<file path="src/cic_pkg.sv">
// Constants, register map and state types of the core interrupt controller.
// Assumes one 250 MHz clock; four clocks form one instruction cycle (Q1..Q4).
// Operation
// RL1: Any reset leaves every interrupt disabled
// RL2: Vector needs global, source and group enables; the timer, pin and port sources here vector without the group enable
// RL3: Flags set regardless of any enable
// RL4: Entry flushes, clears global, pushes, loads 0004h
// RL5: Global clear: flags set, no vectoring
// RL6: Return pops address and sets global enable
// RL7: Flag pending under disable vectors once re-enabled
// RL8: Synchronous latency exactly three instruction cycles
// RL9: Asynchronous latency three to four cycles
// RL10: Pin flag set in Q4-Q1, sampled Q1
// RL11: Software enables wake sources before Sleep
// RL12: Wake vectors if global set, else continues
// RL13: Instruction after Sleep completes before vectoring
// RL14: Pin edge chosen by edge-select bit
// RL15: Pin edge sets flag; vectors with enables
// RL16: Only return address saved on entry
// RL17: Vector load leaves high latch unchanged
// RL18: Nibble swap leaves status flags untouched
// RL19: Software clears serviced flags before return
// RL20: Twelve sources, each with enable and flag
// RL21: Control bits global enable down to port flag
// RL22: Peripheral sources also gated by group enable
// RL23: Request is OR of flag-and-enable terms
package cic_pkg;

   // ****************************************
   // Register offsets
   // ****************************************
   localparam logic [2:0] CIC_OFF_CORE_CTL = 3'h0;
   localparam logic [2:0] CIC_OFF_PERIPH_FLAG = 3'h1;
   localparam logic [2:0] CIC_OFF_PERIPH_EN = 3'h2;
   localparam logic [2:0] CIC_OFF_OPTION = 3'h3;
   localparam logic [2:0] CIC_OFF_AUX = 3'h4;

   // ****************************************
   // Field positions
   // ****************************************
   localparam int CIC_BIT_GLB_EN = 7;
   localparam int CIC_BIT_GRP_EN = 6;
   localparam int CIC_BIT_TMR_EN = 5;
   localparam int CIC_BIT_EXT_EN = 4;
   localparam int CIC_BIT_PORT_EN = 3;
   localparam int CIC_BIT_TMR_FLAG = 2;
   localparam int CIC_BIT_EXT_FLAG = 1;
   localparam int CIC_BIT_PORT_FLAG = 0;
   localparam int CIC_BIT_EDGE_SEL = 6;
   localparam int CIC_BIT_AUX_FLAG = 0;
   localparam int CIC_BIT_AUX_EN = 1;

   // ****************************************
   // Reset values and timing
   // ****************************************
   localparam logic [7:0] CIC_RST_CORE_CTL = 8'h00;
   localparam logic [7:0] CIC_RST_PERIPH = 8'h00;
   localparam logic CIC_RST_EDGE_SEL = 1'h1;
   localparam logic [12:0] CIC_VECTOR_ADDR = 13'h0004;
   localparam int CIC_NUM_SOURCES = 12;
   localparam logic [1:0] CIC_Q1 = 2'h0;
   localparam logic [1:0] CIC_Q4 = 2'h3;

   typedef enum logic [1:0] {
      CIC_ST_IDLE = 2'b00,
      CIC_ST_FLUSH = 2'b01,
      CIC_ST_VECTOR = 2'b10
   } cic_state_e;

endpackage

</file>
<file path="src/cic_core_interrupt_control.sv">
// Interrupt flags, enables, entry sequencing and wake logic of an 8-bit core.
// Assumes the core sequencer obeys the pulses and that events are clk-synchronous.
`timescale 1ns/1ns
module cic_core_interrupt_control
(
   input wire logic clk,
   input wire logic rst_n,
   input wire logic [2:0] reg_addr,
   input wire logic [7:0] reg_wdata,
   input wire logic reg_wr,
   input wire logic reg_rd,
   output logic [7:0] reg_rdata,
   input wire logic timer_overflow_evt,
   input wire logic port_change_evt,
   input wire logic [7:0] periph_evt,
   input wire logic aux_evt,
   input wire logic ext_pin,
   input wire logic return_from_irq_op,
   input wire logic nibble_swap_op,
   input wire logic alu_flags_we,
   input wire logic sleep_active,
   input wire logic [12:0] pc_current,
   output logic status_flags_we,
   output logic wake_request,
   output logic flush_prefetch,
   output logic push_pc,
   output logic [12:0] push_addr,
   output logic pop_pc,
   output logic load_vector,
   output logic [12:0] vector_pc,
   output logic [1:0] q_phase
);

   typedef struct packed {
      logic [1:0] q;
      logic [7:0] ctl;
      logic [7:0] pflag;
      logic [7:0] pen;
      logic aux_flag;
      logic aux_en;
      logic edge_sel;
      logic pin_prev;
      logic ext_pend;
      cic_pkg::cic_state_e st;
      logic wake_hold;
      logic wake_q1;
      logic sleep_prev;
      logic [7:0] rdata;
      logic flush;
      logic push;
      logic [12:0] paddr;
      logic pop;
      logic load;
   } cic_state_s;

   // ****************************************
   // Reset release
   // ****************************************
   logic rst_meta_n;
   logic rst_sync_n;

   always_ff @(posedge clk or negedge rst_n)
   begin
      if (!rst_n)
      begin
         rst_meta_n <= 1'h0;
         rst_sync_n <= 1'h0;
      end
      else
      begin
         rst_meta_n <= 1'h1;
         rst_sync_n <= rst_meta_n;
      end
   end

   // ****************************************
   // Combinational terms
   // ****************************************
   cic_state_s s;
   cic_state_s next_s;
   logic pin_edge;
   logic pending;
   logic ctl_wr;
   logic sleep_fell;
   logic entry_ok;

   function automatic logic cic_any_req(input logic [7:0] ctl, input logic [7:0] pflag,
                                        input logic [7:0] pen, input logic aux_flag, input logic aux_en);
      logic core_req;
      logic per_req;
      core_req = (ctl[cic_pkg::CIC_BIT_TMR_FLAG] & ctl[cic_pkg::CIC_BIT_TMR_EN])
               | (ctl[cic_pkg::CIC_BIT_EXT_FLAG] & ctl[cic_pkg::CIC_BIT_EXT_EN])
               | (ctl[cic_pkg::CIC_BIT_PORT_FLAG] & ctl[cic_pkg::CIC_BIT_PORT_EN]); // RL23
      per_req = (|(pflag & pen)) | (aux_flag & aux_en);
      cic_any_req = core_req | (per_req & ctl[cic_pkg::CIC_BIT_GRP_EN]); // RL22
   endfunction

   // Edge against the previous sample; polarity from the edge-select bit
   assign pin_edge = s.edge_sel ? (ext_pin & ~s.pin_prev) : (~ext_pin & s.pin_prev); // RL14
   assign pending = cic_any_req(s.ctl, s.pflag, s.pen, s.aux_flag, s.aux_en); // RL2
   assign ctl_wr = reg_wr && (reg_addr == cic_pkg::CIC_OFF_CORE_CTL);
   assign sleep_fell = s.sleep_prev & ~sleep_active;
   // Blocked on the wake Q1 so the instruction after Sleep runs first
   assign entry_ok = s.ctl[cic_pkg::CIC_BIT_GLB_EN] & pending & ~s.wake_hold & ~sleep_fell
                     & ~sleep_active; // RL13

   // ****************************************
   // Next state
   // ****************************************
   always_comb
   begin
      next_s = s;
      next_s.q = s.q + 2'h1;
      next_s.pin_prev = ext_pin;
      next_s.sleep_prev = sleep_active;
      next_s.flush = 1'h0;
      next_s.push = 1'h0;
      next_s.pop = 1'h0;
      next_s.load = 1'h0;
      next_s.rdata = 8'h00;

      // Register writes first; hardware sets below win over a clearing write
      if (ctl_wr)
         next_s.ctl = reg_wdata; // RL21
      if (reg_wr && (reg_addr == cic_pkg::CIC_OFF_PERIPH_FLAG))
         next_s.pflag = reg_wdata;
      if (reg_wr && (reg_addr == cic_pkg::CIC_OFF_PERIPH_EN))
         next_s.pen = reg_wdata;
      if (reg_wr && (reg_addr == cic_pkg::CIC_OFF_OPTION))
         next_s.edge_sel = reg_wdata[cic_pkg::CIC_BIT_EDGE_SEL];
      if (reg_wr && (reg_addr == cic_pkg::CIC_OFF_AUX))
      begin
         next_s.aux_flag = reg_wdata[cic_pkg::CIC_BIT_AUX_FLAG];
         next_s.aux_en = reg_wdata[cic_pkg::CIC_BIT_AUX_EN];
      end

      // Flags set whatever the enables say
      if (timer_overflow_evt)
         next_s.ctl[cic_pkg::CIC_BIT_TMR_FLAG] = 1'h1; // RL3
      if (port_change_evt)
         next_s.ctl[cic_pkg::CIC_BIT_PORT_FLAG] = 1'h1; // RL3
      next_s.pflag = next_s.pflag | periph_evt; // RL20
      if (aux_evt)
         next_s.aux_flag = 1'h1; // RL20

      // Pin flag may only land in Q4 or Q1; a later edge waits for Q4
      if (pin_edge)
         next_s.ext_pend = 1'h1; // RL9
      if ((s.q == cic_pkg::CIC_Q4) || (s.q == cic_pkg::CIC_Q1))
      begin
         if (pin_edge || s.ext_pend)
         begin
            next_s.ctl[cic_pkg::CIC_BIT_EXT_FLAG] = 1'h1; // RL15
            next_s.ext_pend = 1'h0; // RL10
         end
      end

      // Return: pop and re-enable together
      if (return_from_irq_op)
      begin
         next_s.pop = 1'h1;
         next_s.ctl[cic_pkg::CIC_BIT_GLB_EN] = 1'h1; // RL6
      end

      // Wake hold lasts until the second Q1 phase after Sleep ends
      if (sleep_fell)
      begin
         next_s.wake_hold = 1'h1;
         next_s.wake_q1 = 1'h0;
      end
      else if (s.wake_hold && (s.q == cic_pkg::CIC_Q1))
      begin
         if (s.wake_q1)
            next_s.wake_hold = 1'h0;
         else
            next_s.wake_q1 = 1'h1;
      end

      // Entry steps on successive Q1 phases: sample, flush/push, vector
      case (s.st)
         cic_pkg::CIC_ST_IDLE:
         begin
            if ((s.q == cic_pkg::CIC_Q1) && entry_ok) // RL7
            begin
               next_s.ctl[cic_pkg::CIC_BIT_GLB_EN] = 1'h0; // RL4
               next_s.st = cic_pkg::CIC_ST_FLUSH;
            end
         end
         cic_pkg::CIC_ST_FLUSH:
         begin
            if (s.q == cic_pkg::CIC_Q1)
            begin
               next_s.flush = 1'h1; // RL4
               next_s.push = 1'h1; // RL16
               next_s.paddr = pc_current; // RL16
               next_s.st = cic_pkg::CIC_ST_VECTOR;
            end
         end
         cic_pkg::CIC_ST_VECTOR:
         begin
            if (s.q == cic_pkg::CIC_Q1)
            begin
               next_s.load = 1'h1; // RL8
               next_s.st = cic_pkg::CIC_ST_IDLE;
            end
         end
         default:
         begin
            next_s.st = cic_pkg::CIC_ST_IDLE;
         end
      endcase

      // Read data in the cycle after the strobe only
      if (reg_rd)
      begin
         case (reg_addr)
            cic_pkg::CIC_OFF_CORE_CTL: next_s.rdata = s.ctl;
            cic_pkg::CIC_OFF_PERIPH_FLAG: next_s.rdata = s.pflag;
            cic_pkg::CIC_OFF_PERIPH_EN: next_s.rdata = s.pen;
            cic_pkg::CIC_OFF_OPTION: next_s.rdata = {1'h0, s.edge_sel, 6'h00};
            cic_pkg::CIC_OFF_AUX: next_s.rdata = {6'h00, s.aux_en, s.aux_flag};
            default: next_s.rdata = 8'h00;
         endcase
      end
   end

   // ****************************************
   // State register
   // ****************************************
   always_ff @(posedge clk or negedge rst_sync_n)
   begin
      if (!rst_sync_n)
      begin
         s <= '0;
         s.ctl <= cic_pkg::CIC_RST_CORE_CTL; // RL1
         s.pflag <= cic_pkg::CIC_RST_PERIPH;
         s.pen <= cic_pkg::CIC_RST_PERIPH;
         s.edge_sel <= cic_pkg::CIC_RST_EDGE_SEL;
         s.st <= cic_pkg::CIC_ST_IDLE;
      end
      else
      begin
         s <= next_s;
      end
   end

   // ****************************************
   // Outputs
   // ****************************************
   assign reg_rdata = s.rdata;
   assign flush_prefetch = s.flush;
   assign push_pc = s.push;
   assign push_addr = s.paddr;
   assign pop_pc = s.pop;
   // All 13 counter bits are loaded from vector_pc; the high latch has no write path here
   assign load_vector = s.load; // RL17
   assign vector_pc = cic_pkg::CIC_VECTOR_ADDR; // RL4
   assign q_phase = s.q;
   // Wake ignores the global enable; the core then vectors or continues
   assign wake_request = sleep_active & pending; // RL12
   assign status_flags_we = alu_flags_we & ~nibble_swap_op; // RL18
endmodule // cic_core_interrupt_control

</file>
<file path="config.mk">
export PLATFORM = sky130hd
export DESIGN_NAME = cic_core_interrupt_control
export DESIGN_NICKNAME = d
export VERILOG_FILES = /design/src/cic_pkg.sv /design/src/cic_core_interrupt_control.sv
export SDC_FILE = /design/constraint.sdc
export NUM_CORES = 1
export LEC_CHECK = 0
export ABC_AREA = 1
export BUFFER_PORTS_ARGS = -buffer_cell sky130_fd_sc_hd__buf_2
export CORE_MARGIN = 1
export CORE_UTILIZATION = 24
export DETAILED_ROUTE_END_ITERATION = 6
export PLACE_DENSITY = 0.53
export SYNTH_ARGS = -nofsm -noshare
export SYNTH_HDL_FRONTEND = slang
export SYNTH_SLANG_ARGS = --single-unit
</file>
<file path="constraint.sdc">
create_clock -name clk -period 2.57 [get_ports clk]
set_input_delay 0.3855 -clock clk [delete_from_list [all_inputs] [get_ports clk]]
set_output_delay 0.3855 -clock clk [all_outputs]
set_load 0.01 [all_outputs]
</file>
==> summary.txt <==
sequential fraction of design power: 45.0%
accumulated negative setup slack: 0 ns
start point of the critical path: s[34]
#FFs+latches synth: 62
core region area: 0.0116 mm2
HPWL after DPL: 5010 um
post-synthesis cell count: 342
Post-Route Hold Slack: 0.195 ns
Clock Path Buffers: 2
timing-limited maximum frequency: 572 MHz
initial drt markers: 118
destination of the worst hold path: pop_pc
Critical Path AT: 1.36 ns
number of distinct library cell variants in the gate-level netlist after synthesis: 28
count of flip-flops with a built-in enable after synthesis: 0
portion of the clock cycle consumed by the worst path in the final layout: 68.0%
post-detailed-route via-to-cell ratio: 4.08
clock power share: 41.8%
Synth area leaders: sky130_fd_sc_hd__dfrtp_1 (52%), sky130_fd_sc_hd__nand2_1 (16%), sky130_fd_sc_hd__buf_4 (9.5%)
total of hold buffers inserted after clock tree synthesis: 1
prevailing post-synth register cell: sky130_fd_sc_hd__dfrtp_1
internal reg-to-reg setup slack: 1.06 ns
largest net degree at the start of global routing: 35
Post-Route Utilization: 29.9%
met3 routed WL: 337 um
register area: 0.00155 mm2
Seq/Total Area, Yosys: 53.4%
worst min-delay path class: primary input to flop
fraction of post-synthesis cell area in the top cell type by area: 52.5%
Int Power: 1.92 mW
share of synthesized registers carrying an async set or reset: 100%
Antenna Nets Post-Route: 0
critical path peak fanout: 3
Power Dens Cells: 746 mW/mm2
final weighted congestion in routability-driven placement: 0.780
DR WL met2: 3060 um
Max transition margin: 50.9%
sw frac: 25.8%
RR Startpoint: q_phase[0]
setup bufs post-CTS: 0
clock latency reported for the late side of the worst-skew pair: 0.33 ns
Leakage: 1.84 nW
critical path data required time: 2.18 ns
Die ar.: 0.0126 mm2
endpoint of the lowest-slack register-to-register path: push_addr[9]
hold_sp: return_from_irq_op
Setup Crit Path Kind: flop to primary output
run status: complete, but fails checks
via count: 2224
crit-path max cell delay: 0.40 ns
count of endpoints failing hold in the final timing report: 0
Setup WS post-layout: 0.822 ns
Remaining DRCs: 4
clock-pin slew reported for the worst setup and hold paths after clock tree synthesis: 0.05 ns
number of buffer and inverter stages on the critical path: 1
uppermost layer routed: met4
CTS tree: done
Filler Cell Count: 1250
# Max-Cap Violations: 0
Worst path most repeated cell: sky130_fd_sc_hd__nand2_1
number of placement rows: 39
combined area of all synthesized cells: 0.00291 mm2
Buffers on Ports: 72
worst-case clock skew: 0.00584 ns
RSZ-0062 raised after global routing: no
switching pwr: 0.669 mW
signed area change from the synthesized netlist to the final layout: 19.4%
Post-Place Setup Slack: 0.824 ns
worst vdd ir: 0.241 mV
post-detailed-routing wire length: 6510 um
worst hold path depth: 1
clock tree root buffer cell: sky130_fd_sc_hd__clkbuf_16
crit path capture type: primary output
total power after layout: 2.59 mW
initial cell density of the core: 25.0%
count of yosys warnings during synthesis: 0
met1 WL: 2950 um
slew of the pin with the lowest slew margin: 0.736 ns
Finish-stage setup viols: 0
top cell type by total area after synthesis: sky130_fd_sc_hd__dfrtp_1
worst-case reg-to-reg path depth: 7
cell type of the slowest stage on the worst timing path: sky130_fd_sc_hd__dfrtp_1
antenna violations before repair: 0
n_diodes: 0
global-route wire length before repair: 10800 um
Die X-Extent: 112 um
worst path cell trace: nand2_1 -> nand2_1 -> nor2_1 -> nand3_1 -> nand2_1 -> a21oi_1 -> buf_2
share of post-route cells with drive strength above 1: 24.4%
global routing usage summed across all routing layers: 11.2%
Max Slew Vio Count: 0
height of the chip: 112 um
cell count along the critical path: 7
number of resized instances in the post-cts repair step: 0
violated checks: DRC
post-DR wirelength/cell: 12.0 um
relative contribution of combinational cells to total power: 13.1%
# H-tree levels: 3
average footprint of a synthesized cell: 8.51 um2
vias in the first global route: 2158
area occupied by multi-input gates: 937 um2
Sink Count: 62
number of buffers added by the clock tree synthesis step: 9
family with the most delay on the worst path: simple AND/OR/NAND/NOR gates
length of the first detailed-routing pass in iterations: 6
final net count: 443
Worst Setup Start Kind: flop
global route overflow: 0
Final Critical Period: 1.75 ns
I/O Pins: 86
## how the worst max path moves through the flow
stage	end	slack, ns
4_1_cts	wake_request	0.81
3_3_place_gp	s[58]	0.83
5_1_grt	wake_request	0.70
6_report	wake_request	0.82
2_1_floorplan	flush_prefetch	0.72
3_5_place_dp	s[58]	0.82
## kinds of logic after synthesis
group                    after synthesis  synth area share (%)
AO/OA/AOI/OAI                         46                  8.43
flip-flops                            62                  53.4
other                                  2                 0.258
AND/OR/NAND/NOR                      151                  21.5
adder cells (fa/ha/maj)                1                 0.430
buffers and inverters                 80                  16.0
## cell type report
class / instances / share of cell area (%)
Clock buffer: 14 / 7.60
Clock inverter: 1 / 0.144
Inverter: 37 / 4.07
Multi-Input combinational cell: 212 / 27.0
Sequential cell: 62 / 44.7
Tap cell: 143 / 5.15
Timing Repair Buffer: 76 / 11.3
## worst reg2reg max path, delay by kind of cell, from the launching register on
family / cells / cell delay, ns
buffers and inverters: 3 / 0.58
adders and majority gates: 1 / 0.21
and+or+nand+nor: 3 / 0.28
DFF: 1 / 0.37
## cells in the final DEF, fill, tap and decap left out
cell                            count
sky130_fd_sc_hd__dfstp_2            1
sky130_fd_sc_hd__inv_4              1
sky130_fd_sc_hd__nor2_1             9
sky130_fd_sc_hd__a21oi_2            2
sky130_fd_sc_hd__clkbuf_16          9
sky130_fd_sc_hd__inv_2              1
sky130_fd_sc_hd__dfrtp_2            1
sky130_fd_sc_hd__o211ai_1           1
sky130_fd_sc_hd__o21ai_0            4
sky130_fd_sc_hd__and2_4             1
sky130_fd_sc_hd__a31oi_1            2
sky130_fd_sc_hd__nor2_4             1
sky130_fd_sc_hd__nand2_2            1
sky130_fd_sc_hd__buf_4              3
sky130_fd_sc_hd__conb_1            14
sky130_fd_sc_hd__dlygate4sd3_1      1
sky130_fd_sc_hd__a21oi_1           14
sky130_fd_sc_hd__buf_2             72
sky130_fd_sc_hd__o31ai_1            1
sky130_fd_sc_hd__nor3_1             4
sky130_fd_sc_hd__o21ai_1           22
sky130_fd_sc_hd__inv_1             35
sky130_fd_sc_hd__dfrtp_1           60
sky130_fd_sc_hd__nand2_1          122
sky130_fd_sc_hd__clkbuf_1           3
sky130_fd_sc_hd__ha_1               1
sky130_fd_sc_hd__nor4_1             1
sky130_fd_sc_hd__clkinv_2           1
sky130_fd_sc_hd__nor3_4             2
sky130_fd_sc_hd__nand3_1           10
sky130_fd_sc_hd__clkbuf_8           2
## power groups by stage
| stage | Combinational (mW) | Sequential (mW) | Clock (mW) |
|---|---|---|---|
| after floorplan | 0.286 | 1.16 | 0 |
| after global routing | 0.396 | 1.18 | 1.16 |
| after CTS | 0.348 | 1.17 | 1.11 |
| after detailed placement | 0.345 | 1.18 | 0 |
| after global placement | 0.338 | 1.18 | 0 |
| final | 0.340 | 1.17 | 1.08 |
## per-layer routing
layer  vias up  GRT usage, %
li1       1129             -
met1      1039          14.4
met2        43          17.1
met3        13          2.92
met4         0          6.67
met5         -             0
## flip-flops by register name, indices dropped and copies added, names as in the netlist
signal / flops
flush_prefetch: 1
load_vector: 1
pop_pc: 1
push_addr: 13
q_phase: 2
reg_rdata: 8
rst_meta_n: 1
rst_sync_n: 1
s: 34
## Yosys cell counts (2+ instances only)
library cell              count
sky130_fd_sc_hd__conb_1       2
sky130_fd_sc_hd__inv_1       35
sky130_fd_sc_hd__o21ai_1     22
sky130_fd_sc_hd__nor3_4       2
sky130_fd_sc_hd__a21oi_1     14
sky130_fd_sc_hd__nor3_1       4
sky130_fd_sc_hd__buf_2        3
sky130_fd_sc_hd__a31oi_1      2
sky130_fd_sc_hd__dfrtp_1     61
sky130_fd_sc_hd__o21ai_0      4
sky130_fd_sc_hd__buf_4       37
sky130_fd_sc_hd__nand3_1     10
sky130_fd_sc_hd__a21oi_2      2
sky130_fd_sc_hd__nor2_1       9
sky130_fd_sc_hd__nand2_1    122
## per-stage QoR
stage	instance area, um2	instances
after global placement	3190	529
after floorplan	2950	354
after CTS	3470	545
after global routing	3470	545
after detailed placement	3190	529
final	3470	545
No activity file was read; power rests on OpenSTA's default activity.
